### src/inc/pms_pkg.sv
package pms_pkg;

    // Clock rates
    localparam int REF_HZ    = 20_000_000;
    localparam int MII100_HZ = 25_000_000;
    localparam int MII10_HZ  = 2_500_000;
    localparam int SER10_HZ  = 10_000_000;

    // MAC clock half periods in reference cycles, never below one
    localparam int HALF_100_I   = REF_HZ / (2 * MII100_HZ);
    localparam int HALF_M10_I   = REF_HZ / (2 * MII10_HZ);
    localparam int HALF_S10_I   = REF_HZ / (2 * SER10_HZ);
    localparam logic [7:0] HALF_100 = (HALF_100_I < 1) ? 8'h01 : 8'(HALF_100_I);
    localparam logic [7:0] HALF_M10 = (HALF_M10_I < 1) ? 8'h01 : 8'(HALF_M10_I);
    localparam logic [7:0] HALF_S10 = (HALF_S10_I < 1) ? 8'h01 : 8'(HALF_S10_I);

    // Strap capture delay after reset release
    localparam logic [1:0] CAP_DELAY = 2'h2;
    localparam logic [4:0] ADDR_TRISTATE = 5'h00;

    // Line code groups
    localparam logic [4:0] SYM_IDLE = 5'h1F;
    localparam logic [4:0] SYM_J    = 5'h18;
    localparam logic [4:0] SYM_K    = 5'h11;
    localparam logic [4:0] SYM_T    = 5'h0D;
    localparam logic [4:0] SYM_R    = 5'h07;
    localparam logic [4:0] SYM_H    = 5'h04;
    localparam logic [3:0] PREAMBLE_NIB = 4'h5;

    // Register map
    localparam logic [3:0] REG_CTRL   = 4'h0;
    localparam logic [3:0] REG_STAT   = 4'h1;
    localparam logic [7:0] CTRL_RST   = 8'h07;
    localparam logic [7:0] CTRL_MASK  = 8'h07;
    localparam int CTRL_SPEED_BIT = 0;
    localparam int CTRL_DUPLEX_BIT = 1;
    localparam int CTRL_AN_BIT    = 2;

    typedef enum logic [1:0] {
        TX_IDLE = 2'b00,
        TX_K    = 2'b01,
        TX_DATA = 2'b10,
        TX_END  = 2'b11
    } pms_tx_t;

    // Inputs from outside the clock domain, synchronised as one vector
    typedef struct packed {
        logic [4:0] addr;
        logic       an;
        logic       dup;
        logic       spd;
        logic       hwsw;
        logic       rep;
        logic       ser;
        logic       pan;
        logic       lock;
        logic       link;
        logic       act;
        logic       lclk;
        logic [4:0] sym;
    } pms_pins_t;

    function automatic logic [4:0] pms_enc(input logic [3:0] n);
        logic [4:0] t [16];
        t = '{5'h1E, 5'h09, 5'h14, 5'h15, 5'h0A, 5'h0B, 5'h0E, 5'h0F,
              5'h12, 5'h13, 5'h16, 5'h17, 5'h1A, 5'h1B, 5'h1C, 5'h1D};
        return t[n];
    endfunction

    // Returns {hit, nibble}
    function automatic logic [4:0] pms_dec(input logic [4:0] s);
        logic [4:0] r;
        r = 5'h00;
        for (int i = 0; i < 16; i++) begin
            if (pms_enc(4'(i)) == s) begin
                r = {1'b1, 4'(i)};
            end
        end
        return r;
    endfunction

    function automatic logic pms_is_ctrl(input logic [4:0] s);
        return (s == SYM_IDLE) || (s == SYM_J) || (s == SYM_K) ||
               (s == SYM_T) || (s == SYM_R) || (s == SYM_H);
    endfunction

endpackage

### src/hdl/pms_mac_side.sv
// How it works
// - Interface strap high selects stream/serial, low MII
// - Drive MAC clocks at mode dependent rate
// - Receive outputs change with generated receive clock
// - Encode nibbles into five bit code groups
// - Pulse receive error per invalid group
// - Error signals only used at 100 Mb/s
// - Transmit error sends halt symbols; hold low
// - Stream mode passes symbols unchanged both ways
// - Carrier sense during transmit or receive
// - Collision only half duplex, both active
// - Repeater strap changes carrier sense behaviour
// - Config pins inputs in hardware, outputs software
// - Hardware fixed link from speed, duplex
// - Hardware negotiation advertises single combination
// - Non negotiating partner gives half duplex
// - Software mode drives speed, duplex, negotiation status
// - Link status high while link valid
// - Lock high while receive PLL locked
// - Strapless variant: node, software, negotiation on
// - Zero address tristates receive data, clocks
`timescale 1ns/1ps
module pms_mac_side
    import pms_pkg::*;
#(
    parameter bit HAS_STRAPS = 1'b1
) (
    input  wire logic       I_REF_CLK,
    input  wire logic       I_RSTN,
    input  wire logic       I_IFACE_SERIAL_SEL,
    input  wire logic       I_REPEATER_SEL,
    input  wire logic       I_HARDWARE_SOFTWARE_CONFIG_SELECT,
    input  wire logic [4:0] I_PHY_ADDR,
    input  wire logic       I_SPEED_SELECT,
    input  wire logic       I_DUPLEX_SELECT,
    input  wire logic       I_AUTONEG_SELECT,
    output logic            O_SPEED_SELECT,
    output logic            O_SPEED_SELECT_OE,
    output logic            O_DUPLEX_SELECT,
    output logic            O_DUPLEX_SELECT_OE,
    output logic            O_AUTONEG_SELECT,
    output logic            O_AUTONEG_SELECT_OE,
    output logic            O_TX_CLK,
    output logic            O_TX_CLK_OE,
    output logic            O_RX_CLK,
    output logic            O_RX_CLK_OE,
    input  wire logic       I_TX_EN,
    input  wire logic       I_TX_ER,
    input  wire logic [4:0] I_TX_DATA,
    output logic            O_RX_DV,
    output logic            O_RX_ER,
    output logic [4:0]      O_RX_DATA,
    output logic            O_RX_DATA_OE,
    output logic            O_CRS,
    output logic            O_COL,
    input  wire logic       I_LINE_CLK,
    input  wire logic [4:0] I_LINE_RX_SYM,
    input  wire logic       I_LINE_RX_ACT,
    input  wire logic       I_LINE_LINK_OK,
    input  wire logic       I_LINE_PLL_LOCK,
    input  wire logic       I_PARTNER_AN,
    output logic [4:0]      O_LINE_TX_SYM,
    output logic            O_LINE_TX_VALID,
    output logic            O_AN_ENABLE,
    output logic [1:0]      O_AN_ADVERTISE,
    output logic            O_LINK_STATUS_OUT,
    output logic            O_PLL_LOCK,
    input  wire logic [3:0] I_REG_ADDR,
    input  wire logic [7:0] I_REG_WDATA,
    input  wire logic       I_REG_WR,
    input  wire logic       I_REG_RD,
    output logic [7:0]      O_REG_RDATA
);

    typedef struct packed {
        pms_pins_t  sy1;
        pms_pins_t  sy2;
        logic [1:0] cap_cnt;
        logic       cap_done;
        logic [4:0] addr_cap;
        logic       pin_oe;
        logic [7:0] ctrl;
        logic [7:0] rdata;
        logic       cfg_spd;
        logic       cfg_dup;
        logic       cfg_an;
        logic       cfg_ser;
        logic       cfg_oe;
        logic [1:0] adv;
        logic [7:0] div_cnt;
        logic       mclk;
        logic       lclk_d;
        logic [4:0] rx_sym;
        logic       rx_new;
        logic       rx_frame;
        logic       rx_dv;
        logic       rx_er;
        logic [4:0] rx_data;
        pms_tx_t    tx_st;
        logic [4:0] tx_sym;
        logic       tx_valid;
        logic       tx_on;
        logic       crs;
        logic       col;
        logic       link;
        logic       lock;
    } pms_state_t;

    pms_state_t st_ff;
    pms_state_t nxt_st;
    logic [1:0] rst_sync_ff;
    logic       rst_n;
    logic       hw;
    logic       rep;
    logic       rise;
    logic       fall;
    logic [7:0] half;
    logic [4:0] dec;

    assign rst_n = rst_sync_ff[1];

    always_ff @(posedge I_REF_CLK or negedge I_RSTN) begin
        if (!I_RSTN) begin
            rst_sync_ff <= 2'h0;
        end else begin
            rst_sync_ff <= {rst_sync_ff[0], 1'b1};
        end
    end

    always_comb begin
        nxt_st = st_ff;
        nxt_st.sy1 = {I_PHY_ADDR, I_AUTONEG_SELECT, I_DUPLEX_SELECT, I_SPEED_SELECT,
                      I_HARDWARE_SOFTWARE_CONFIG_SELECT, I_REPEATER_SEL,
                      I_IFACE_SERIAL_SEL, I_PARTNER_AN, I_LINE_PLL_LOCK, I_LINE_LINK_OK,
                      I_LINE_RX_ACT, I_LINE_CLK, I_LINE_RX_SYM};
        nxt_st.sy2 = st_ff.sy1;

        // Address strap caught once after release
        if (!st_ff.cap_done) begin
            if (st_ff.cap_cnt == CAP_DELAY) begin
                nxt_st.cap_done = 1'b1;
                nxt_st.addr_cap = st_ff.sy2.addr;
                nxt_st.pin_oe   = (st_ff.sy2.addr != ADDR_TRISTATE);
            end else begin
                nxt_st.cap_cnt = st_ff.cap_cnt + 2'h1;
            end
        end

        // Strapless variant runs as node in software mode
        hw  = HAS_STRAPS && !st_ff.sy2.hwsw;
        rep = HAS_STRAPS && st_ff.sy2.rep;
        nxt_st.cfg_ser = HAS_STRAPS && st_ff.sy2.ser;
        nxt_st.cfg_oe  = !hw;
        if (hw) begin
            nxt_st.cfg_an  = st_ff.sy2.an;
            nxt_st.cfg_spd = st_ff.sy2.spd;
            nxt_st.cfg_dup = st_ff.sy2.dup;
        end else begin
            nxt_st.cfg_an  = st_ff.ctrl[CTRL_AN_BIT];
            nxt_st.cfg_spd = st_ff.ctrl[CTRL_SPEED_BIT];
            nxt_st.cfg_dup = st_ff.ctrl[CTRL_DUPLEX_BIT];
        end
        nxt_st.adv = {nxt_st.cfg_spd, nxt_st.cfg_dup};
        if (nxt_st.cfg_an && !st_ff.sy2.pan) begin
            nxt_st.cfg_dup = 1'b0;
        end
        nxt_st.link = st_ff.sy2.link;
        nxt_st.lock = st_ff.sy2.lock;

        // Register port
        nxt_st.rdata = 8'h00;
        if (I_REG_WR && (I_REG_ADDR == REG_CTRL)) begin
            nxt_st.ctrl = I_REG_WDATA & CTRL_MASK;
        end
        if (I_REG_RD) begin
            if (I_REG_ADDR == REG_CTRL) begin
                nxt_st.rdata = st_ff.ctrl;
            end else if (I_REG_ADDR == REG_STAT) begin
                nxt_st.rdata = {st_ff.lock, st_ff.link, rep, st_ff.cfg_ser, hw,
                                st_ff.cfg_an, st_ff.cfg_dup, st_ff.cfg_spd};
            end
        end

        // MAC clock divider
        if (st_ff.cfg_spd) begin
            half = HALF_100;
        end else if (st_ff.cfg_ser) begin
            half = HALF_S10;
        end else begin
            half = HALF_M10;
        end
        rise = 1'b0;
        fall = 1'b0;
        if (st_ff.div_cnt >= half - 8'h01) begin
            nxt_st.div_cnt = 8'h00;
            nxt_st.mclk    = !st_ff.mclk;
            rise = !st_ff.mclk;
            fall = st_ff.mclk;
        end else begin
            nxt_st.div_cnt = st_ff.div_cnt + 8'h01;
        end

        // Line symbol taken at each line clock rising edge
        nxt_st.lclk_d = st_ff.sy2.lclk;
        dec = pms_dec(st_ff.rx_sym);
        if (fall) begin
            nxt_st.rx_er  = 1'b0;
            nxt_st.rx_new = 1'b0;
            if (st_ff.rx_new) begin
                if (st_ff.cfg_spd && st_ff.cfg_ser) begin
                    nxt_st.rx_data = st_ff.rx_sym;
                    nxt_st.rx_dv   = st_ff.sy2.act;
                end else if (st_ff.cfg_spd) begin
                    if (st_ff.rx_sym == SYM_J || st_ff.rx_sym == SYM_K) begin
                        nxt_st.rx_frame = 1'b1;
                        nxt_st.rx_dv    = 1'b1;
                        nxt_st.rx_data  = {1'b0, PREAMBLE_NIB};
                    end else if (dec[4] && st_ff.rx_frame) begin
                        nxt_st.rx_dv   = 1'b1;
                        nxt_st.rx_data = {1'b0, dec[3:0]};
                    end else if (!dec[4] && !pms_is_ctrl(st_ff.rx_sym)) begin
                        nxt_st.rx_er = 1'b1;
                    end else begin
                        nxt_st.rx_frame = 1'b0;
                        nxt_st.rx_dv    = 1'b0;
                    end
                end else if (st_ff.cfg_ser) begin
                    nxt_st.rx_data = {4'h0, st_ff.rx_sym[0]};
                    nxt_st.rx_dv   = st_ff.sy2.act;
                end else begin
                    nxt_st.rx_data = {1'b0, st_ff.rx_sym[3:0]};
                    nxt_st.rx_dv   = st_ff.sy2.act;
                end
            end
        end
        if (st_ff.sy2.lclk && !st_ff.lclk_d) begin
            nxt_st.rx_sym = st_ff.sy2.sym;
            nxt_st.rx_new = 1'b1;
        end

        // Transmit sampled on our own MAC clock rising edge
        if (rise) begin
            nxt_st.tx_on = I_TX_EN;
            if (st_ff.cfg_spd && st_ff.cfg_ser) begin
                nxt_st.tx_sym   = I_TX_DATA;
                nxt_st.tx_valid = 1'b1;
            end else if (st_ff.cfg_spd) begin
                nxt_st.tx_valid = 1'b1;
                unique case (st_ff.tx_st)
                    TX_IDLE: begin
                        nxt_st.tx_sym = I_TX_EN ? SYM_J : SYM_IDLE;
                        nxt_st.tx_st  = I_TX_EN ? TX_K : TX_IDLE;
                    end
                    TX_K: begin
                        nxt_st.tx_sym = SYM_K;
                        nxt_st.tx_st  = TX_DATA;
                    end
                    TX_DATA: begin
                        nxt_st.tx_sym = I_TX_EN ? pms_enc(I_TX_DATA[3:0]) : SYM_T;
                        nxt_st.tx_st  = I_TX_EN ? TX_DATA : TX_END;
                    end
                    TX_END: begin
                        nxt_st.tx_sym = SYM_R;
                        nxt_st.tx_st  = TX_IDLE;
                    end
                endcase
                if (I_TX_ER) begin
                    nxt_st.tx_sym = SYM_H;
                end
            end else begin
                nxt_st.tx_st    = TX_IDLE;
                nxt_st.tx_valid = I_TX_EN;
                nxt_st.tx_sym   = st_ff.cfg_ser ? {4'h0, I_TX_DATA[0]}
                                                : {1'b0, I_TX_DATA[3:0]};
            end
        end

        // Carrier sense and collision; a repeater reports receive only
        nxt_st.crs = st_ff.sy2.act || (st_ff.tx_on && !rep);
        nxt_st.col = !st_ff.cfg_dup && st_ff.tx_on && st_ff.sy2.act;
    end

    always_ff @(posedge I_REF_CLK or negedge rst_n) begin
        if (!rst_n) begin
            st_ff        <= '0;
            st_ff.ctrl   <= CTRL_RST;
            st_ff.tx_sym <= SYM_IDLE;
        end else begin
            st_ff <= nxt_st;
        end
    end

    assign O_SPEED_SELECT      = st_ff.cfg_spd;
    assign O_DUPLEX_SELECT     = st_ff.cfg_dup;
    assign O_AUTONEG_SELECT    = st_ff.cfg_an;
    assign O_SPEED_SELECT_OE   = st_ff.cfg_oe;
    assign O_DUPLEX_SELECT_OE  = st_ff.cfg_oe;
    assign O_AUTONEG_SELECT_OE = st_ff.cfg_oe;
    assign O_TX_CLK            = st_ff.mclk;
    assign O_RX_CLK            = st_ff.mclk;
    assign O_TX_CLK_OE         = st_ff.pin_oe;
    assign O_RX_CLK_OE         = st_ff.pin_oe;
    assign O_RX_DATA_OE        = st_ff.pin_oe;
    assign O_RX_DV             = st_ff.rx_dv;
    assign O_RX_ER             = st_ff.rx_er;
    assign O_RX_DATA           = st_ff.rx_data;
    assign O_CRS               = st_ff.crs;
    assign O_COL               = st_ff.col;
    assign O_LINE_TX_SYM       = st_ff.tx_sym;
    assign O_LINE_TX_VALID     = st_ff.tx_valid;
    assign O_AN_ENABLE         = st_ff.cfg_an;
    assign O_AN_ADVERTISE      = st_ff.adv;
    assign O_LINK_STATUS_OUT   = st_ff.link;
    assign O_PLL_LOCK          = st_ff.lock;
    assign O_REG_RDATA         = st_ff.rdata;
endmodule

### config.mk
export PLATFORM = sky130hd
export DESIGN_NAME = pms_mac_side
export DESIGN_NICKNAME = d
export VERILOG_FILES = /design/src/inc/pms_pkg.sv /design/src/hdl/pms_mac_side.sv
export SDC_FILE = /design/constraint.sdc
export NUM_CORES = 1
export LEC_CHECK = 0
export ABC_AREA = 0
export BUFFER_PORTS_ARGS = -buffer_cell sky130_fd_sc_hd__buf_2
export CAP_MARGIN = 10
export CELL_PAD_IN_SITES_DETAIL_PLACEMENT = 1
export CELL_PAD_IN_SITES_GLOBAL_PLACEMENT = 1
export CORE_MARGIN = 2
export CORE_UTILIZATION = 39
export CTS_CLUSTER_SIZE = 28
export DETAILED_ROUTE_END_ITERATION = 8
export PLACE_DENSITY_LB_ADDON = 0.1
export SYNTH_ARGS = -nofsm -noshare
export SYNTH_HDL_FRONTEND = slang
export SYNTH_SLANG_ARGS = --single-unit
### constraint.sdc
create_clock -name I_REF_CLK -period 3.2 [get_ports I_REF_CLK]
set_clock_uncertainty 0.2 [all_clocks]
set_input_delay 0.16 -clock I_REF_CLK [delete_from_list [all_inputs] [get_ports I_REF_CLK]]
set_output_delay 0.16 -clock I_REF_CLK [all_outputs]
set_load 0.005 [all_outputs]
==> impl_results.md, run 1 <==
- Final HPWL from detailed placement: 5.794 mm
- Min-delay worst type: primary input to flip-flop
- Clock latency on the worst-skew pair: 0.36 ns
- H-tree level count: 3
- Most frequent cell after synthesis: dfrtp_1
- Summed area of non-filler cells in the final layout: 5167 um2
- Violation count after the first detailed-route iteration: 103
- Count of hold buffers inserted by post-cts repair: 34
- Cell at the root of the clock tree: clkbuf_8
- Largest fanout of any net on the critical path: 9
- Post-Syn Area per Cell: 12.06 um2
- Number of synthesized flops with an enable pin: 0
- Largest cells by area after synthesis: dfrtp_1, dfstp_2, buf_4, mux2_2, ha_1
- Source of the worst register-to-register timing path: st_ff[40]
- Post-cts repair resize count: 0
- RSZ-0062 raised after global routing: no
- Power dissipated by switching net loads: 1127 uW
- Slew at the pin with the worst max-slew slack: 1.029 ns
- Part of the total power dissipated in the clock network: 22.5%
- Total placed instance area: 4648 um2
- Flip-flop and latch count after synthesis: 102
- Length of the first detailed-routing pass in iterations: 4
- Sequential share of the synthesized area: 60.01%
- Yosys cell types: 53
- Final Setup Violations: 0
- Total global routing track utilization: 16.11%
- FFs w/ async S/R, synth: 100.0%
- Cell taking the most area after synthesis: dfrtp_1
- Post-Synthesis Cells: 354
- Die outline area: 11800 um2
- # placed instances: 545
- CTS buffer count: 9
- Maximum number of pins on one net before global-route repair: 82
- Fin crit share: 87.29%
- Setup repair bufs after CTS: 0
- DRC violations left: 0
- Starting density of the core: 39.74%
- Endpoint of the worst setup timing path: st_ff[4]
- Internal power of the cells: 2264 uW
- Overflow left after global routing: 0
- Cell area after technology mapping: 4270 um2
- Worst reg2reg endpoint: st_ff[4]
- Required arrival time at the worst endpoint: 3.26 ns
- Ports placed on the boundary: 83
- Synth Flop Type: dfrtp_1
- CTS tree: yes
- Leading cell types by count after synthesis: dfrtp_1, buf_4, nor2_1, nand2_1, o21ai_0
- Final non-filler cell total: 595
- Total vias in the final route: 2841
- Critical Path Start: st_ff[40]
- Tot Pwr: 3391 uW
- Worst Reg2Reg Path Length in Cells: 7
- CTS max path bufs: 2
- Placer Congestion: 0.8377
- Number of antenna violations at the first check in global routing: 0
- Max rail drop VDD: 0.0002839 V
- Nature of the critical path startpoint: flip-flop
- Antenna-violating nets left: 0
- Synth warn: 0
- Via count of the first global-routing pass: 3071
- Final-stage net count: 506
- CP arrival: 2.85 ns
- Port buffer count: 77
- Die Span Y: 108.6 um
- Wire length of the first global-routing pass: 14.76 mm
- Crit path capture type: flip-flop
- Max Cap Viol: 0
- Layout area overhead: 21.01%
- Maximum clock frequency: 358.0 MHz
- Die boundary width: 108.6 um
- Relative contribution of sequential cells to total power: 51.2%
- Total Wirelength: 8.560 mm
- Number of fillers in the final layout: 1186
- Switching share of power: 33.23%
- Final Max Tran Viols: 0
- Setup TNS after final layout: 0 ns
- Total power per unit cell area: 656.2 nW/um2
- Num rows: 38
- Hold Fails Final Rpt: 0
- Remaining max-slew budget at the tightest pin: 31.39%
- Final critical delay including setup and external delays: 2.793 ns
- Vias per cell: 4.775
- Clock transition time at the flip-flop clock pins of the worst setup and hold paths: 0.10 ns
- Leak Pwr: 0.002430 uW
- Placeable core region: 10750 um2
- Top-area cell type share of the netlist area: 55.08%
- Setup Crit Path Kind: flip-flop to flip-flop
- Clock Sink Count: 102
- Flop-to-flop setup slack: 0.41 ns
- Combinational share of power: 26.3%
- Result of the run: finished clean
- Routed length per placed instance: 14.39 um
- Fraction of layout instances using a drive strength above 1: 29.01%
- Number of antenna diodes: 0
-- kinds of logic (layout without fill, tap and decap cells) --
kind of cell	Yosys count	count (layout)	share of synthesized area [%]
other	1	6	0.08781
muxes	26	26	6.622
and+or+nand+nor	92	92	10.69
AOI/OAI and AO/OA	58	58	9.610
buffers and inverters	52	148	7.178
xor gates and xnor gates	10	10	2.051
adders and majority gates	13	13	3.750
DFF	102	102	60.01
-- worst max-delay path, cell delays in order, from the launching register on --
cell	delay, ns
dfrtp_1	0.39
nor2_1	0.27
ha_1	0.30
nand2b_1	0.14
a2111oi_0	0.55
o21a_1	0.37
nor3_2	0.17
mux2_2	0.30
-- power groups by stage --
stage | clock [uW] | sequential [uW] | combinational (uW)
after floorplan | 0 | 1700 | 706
after global placement | 0 | 1760 | 854
after detailed placement | 0 | 1770 | 874
after CTS | 797 | 1740 | 910
after global routing | 855 | 1780 | 1030
final | 764 | 1740 | 892
-- worst min-delay path by stage --
stage                             from                to  cells past startpoint  slack, ns
after CTS                 I_TX_DATA[0]  O_LINE_TX_SYM[0]                      4      0.007
after global placement          I_RSTN    rst_sync_ff[0]                      1      -0.26
after global routing          I_REG_WR         st_ff[54]                      3       0.05
after detailed placement        I_RSTN    rst_sync_ff[0]                      1      -0.25
after floorplan                 I_RSTN    rst_sync_ff[0]                      0      -0.34
final                     I_TX_DATA[0]  O_LINE_TX_SYM[0]                      4       0.04
-- through the flow --
step                hold slack [ns]  util, %  worst slack [ns]
finish                      0.03627    48.09            0.4068
floorplan                   -0.3356        -            0.6389
CTS                        0.006751    48.09            0.3893
detailed placement          -0.2532    43.26            0.4083
global placement            -0.2551    43.26            0.4608
global route                0.04887    48.09            0.2397
-- state kept, by name (all words and copies together) (netlist names) --
name	flops
O_RX_ER	1
st_ff	41
O_RX_CLK	1
O_LINK_STATUS_OUT	1
O_AN_ENABLE	1
nxt_st	26
O_AN_ADVERTISE	2
O_REG_RDATA	8
O_DUPLEX_SELECT	1
O_RX_CLK_OE	1
O_RX_DATA	5
O_LINE_TX_SYM	5
rst_sync_ff	2
O_RX_DV	1
O_AUTONEG_SELECT_OE	1
O_LINE_TX_VALID	1
rep	1
O_COL	1
O_CRS	1
O_PLL_LOCK	1
-- layer usage --
layer / vias to the layer above / GRT usage, % / routed length (um)
met4: 0 / 4.579 / 77
met5: - / 0 / 0
met1: 1402 / 20.90 / 3908
met3: 7 / 4.244 / 373
met2: 53 / 26.74 / 4200
li1: 1379 / - / -
-- cell type report --
| cell class | instances | area, um2 | area share [%] |
|---|---|---|---|
| sequential | 102 | 2566 | 49.66 |
| multi-input combinational | 205 | 1420 | 27.48 |
| timing repair buffer | 117 | 770.7 | 14.92 |
| tap | 140 | 175.2 | 3.390 |
| clock buffer | 10 | 127.6 | 2.470 |
| inverter | 15 | 56.30 | 1.090 |
| clock inverter | 6 | 51.30 | 0.9927 |
-- placed cells by master, fill, tap and decap left out, types with 6 or more instances in the layout --
| cell type | instances |
|---|---|
| ha_1 | 12 |
| inv_1 | 15 |
| nor2b_1 | 6 |
| mux2_2 | 18 |
| dlygate4sd3_1 | 34 |
| nand2_1 | 22 |
| conb_1 | 6 |
| mux2i_1 | 8 |
| nand2b_1 | 6 |
| o21ai_0 | 19 |
| nor2_1 | 25 |
| buf_4 | 6 |
| dfrtp_1 | 93 |
| a31oi_1 | 7 |
| buf_2 | 77 |
| dfstp_2 | 8 |
| clkbuf_8 | 9 |
Power figures use the tool's default switching activity.
==> inputs of run 2 (changes only) <==
--- a/config.mk
+++ b/config.mk
@@ -15,4 +15,5 @@
 export CTS_CLUSTER_SIZE = 28
 export DETAILED_ROUTE_END_ITERATION = 8
+export HOLD_SLACK_MARGIN = 0.03
 export PLACE_DENSITY_LB_ADDON = 0.1
 export SYNTH_ARGS = -nofsm -noshare
--- a/constraint.sdc
+++ b/constraint.sdc
@@ -3,3 +3,3 @@
 set_input_delay 0.16 -clock I_REF_CLK [delete_from_list [all_inputs] [get_ports I_REF_CLK]]
 set_output_delay 0.16 -clock I_REF_CLK [all_outputs]
-set_load 0.005 [all_outputs]
+set_load 0.1 [all_outputs]
==> impl_results.md, run 2 (synthesis results as in run 1) <==
- Result of the run: finished clean
- Maximum clock frequency: 358.0 MHz
- Wire length of the first global-routing pass: 14.83 mm
- Tot Pwr: 4190 uW
- Highest-count cells in the layout ignoring fill and taps: dfrtp_1, buf_2, dlygate4sd3_1
- WHS: 0.04068 ns
- Nature of the critical path startpoint: flip-flop
- Setup repair bufs after CTS: 0
- Max Cap Viol: 0
- Die Span Y: 108.6 um
- Number of antenna diodes: 0
- Setup Crit Path Kind: flip-flop to flip-flop
- Final Max Tran Viols: 0
- CTS max path bufs: 2
- Worst stage delay on the critical path: 0.54 ns
- Bufs and invs on worst path: 0
- CP arrival: 2.85 ns
- Biggest register: st_ff
- Family with the most delay on the worst path: compound AO/OA/AOI/OAI gates
- Count of hold buffers inserted by post-cts repair: 38
- Met3 GRT Util: 4.244%
- Starting density of the core: 39.74%
- Total vias in the final route: 2859
- Required arrival time at the worst endpoint: 3.26 ns
- Number of flip-flops under the largest register name: 41
- Remaining max-slew budget at the tightest pin: 31.61%
- Total Wirelength: 8.591 mm
- Via count of the first global-routing pass: 3086
- Number of antenna violations at the first check in global routing: 0
- CP max-delay cell: a2111oi_0
- Final HPWL from detailed placement: 5.794 mm
- Fraction of layout instances using a drive strength above 1: 28.76%
- Die boundary width: 108.6 um
- Fin crit share: 87.29%
- Min-delay worst type: primary input to flip-flop
- RSZ-0062 raised after global routing: no
- Most common library cell in the layout ignoring fill and taps: dfrtp_1
- Layout area overhead: 21.95%
- Maximum number of pins on one net before global-route repair: 82
- CTS tree: yes
- Largest fanout of any net on the critical path: 9
- Vias per cell: 4.773
- Total global routing track utilization: 16.18%
- Leak Pwr: 0.002448 uW
- Num rows: 38
- GR peak layer: met2
- Number of fillers in the final layout: 1181
- Total power per unit cell area: 804.6 nW/um2
- GR met2 Demand/Resource: 26.83%
- Routed length per placed instance: 14.34 um
- Placer Congestion: 0.8377
- Violation count after the first detailed-route iteration: 114
- Antenna-violating nets left: 0
- Post-cts repair resize count: 0
- Max rail drop VDD: 0.0005890 V
- Final critical delay including setup and external delays: 2.793 ns
- CTS buffer count: 9
- Clock Sink Count: 102
- Hold Fails Final Rpt: 0
- Met1 global-route usage: 21.01%
- Crit path capture type: flip-flop
- DRC violations left: 0
- Crit-path cells: nor2_1 > ha_1 > nand2b_1 > a2111oi_0 > o21a_1 > nor3_2 > mux2_2
- Setup TNS after final layout: 0 ns
- Slew at the pin with the worst max-slew slack: 1.026 ns
- H-tree level count: 3
- Overflow left after global routing: 0
- Final-stage net count: 510
- Placeable core region: 10750 um2
- Length of the first detailed-routing pass in iterations: 4
- Final Setup Violations: 0
- Cell at the root of the clock tree: clkbuf_8
- Die outline area: 11800 um2
- Port buffer count: 77
- Clock transition time at the flip-flop clock pins of the worst setup and hold paths: 0.11 ns
- Ports placed on the boundary: 83
- Clock latency on the worst-skew pair: 0.36 ns
run 2: changes by cell type in the layout (fill, tap and decap cells not counted), sizes merged:
cell	delta
dlygate4sd3	+4
run 2: where the power goes:
| part | total, uW | internal [uW] | switching, uW | leakage [uW] |
|---|---|---|---|---|
| combinational | 1690 | 446 | 1240 | 0.00115 |
| clock | 764 | 298 | 466 | 0.0000936 |
| sequential | 1740 | 1530 | 205 | 0.00121 |
run 2: per-layer routing:
layer / share of wire, % / vias to the layer above
li1: - / 1386
met1: 46 / 1411
met2: 49 / 55
met3: 4.2 / 7
met4: 0.90 / 0
met5: 0 / -
run 2: worst min-delay path, cell delays in order:
cell and delay, ns:
buf_2 0.10, nand3b_1 0.14, mux2_2 0.18
run 2: metrics by stage:
stage | utilization (%) | instance area [um2] | std cells | setup slack [ns]
floorplan | - | 4290 | 359 | 0.005520
global placement | 43.26 | 4648 | 545 | 0.4608
detailed placement | 43.26 | 4648 | 545 | 0.4083
CTS | 48.46 | 5207 | 599 | 0.3893
global route | 48.46 | 5207 | 599 | 0.2397
finish | 48.46 | 5207 | 599 | 0.4066
run 2: worst paths after layout:
check                               startpoint          to  slack, ns  cells past startpoint
worst max register to register       st_ff[40]    st_ff[4]       0.41                      7
min in group asynchronous       rst_sync_ff[1]  nxt_st[70]       0.33                      0
max in group asynchronous       rst_sync_ff[1]  nxt_st[39]       1.72                      1
worst min register to register      nxt_st[40]   st_ff[40]       0.16                      0
worst min-delay path                  I_REG_WR   st_ff[52]       0.04                      3
worst max-delay path                 st_ff[40]    st_ff[4]       0.41                      7
run 2: area by class of cell:
class | instances | area (um2) | share of cell area [%]
clock inverter | 6 | 51.30 | 0.9851
sequential | 102 | 2566 | 49.28
multi-input combinational | 205 | 1420 | 27.27
tap | 140 | 175.2 | 3.364
timing repair buffer | 121 | 810.8 | 15.57
clock buffer | 10 | 127.6 | 2.451
inverter | 15 | 56.30 | 1.081
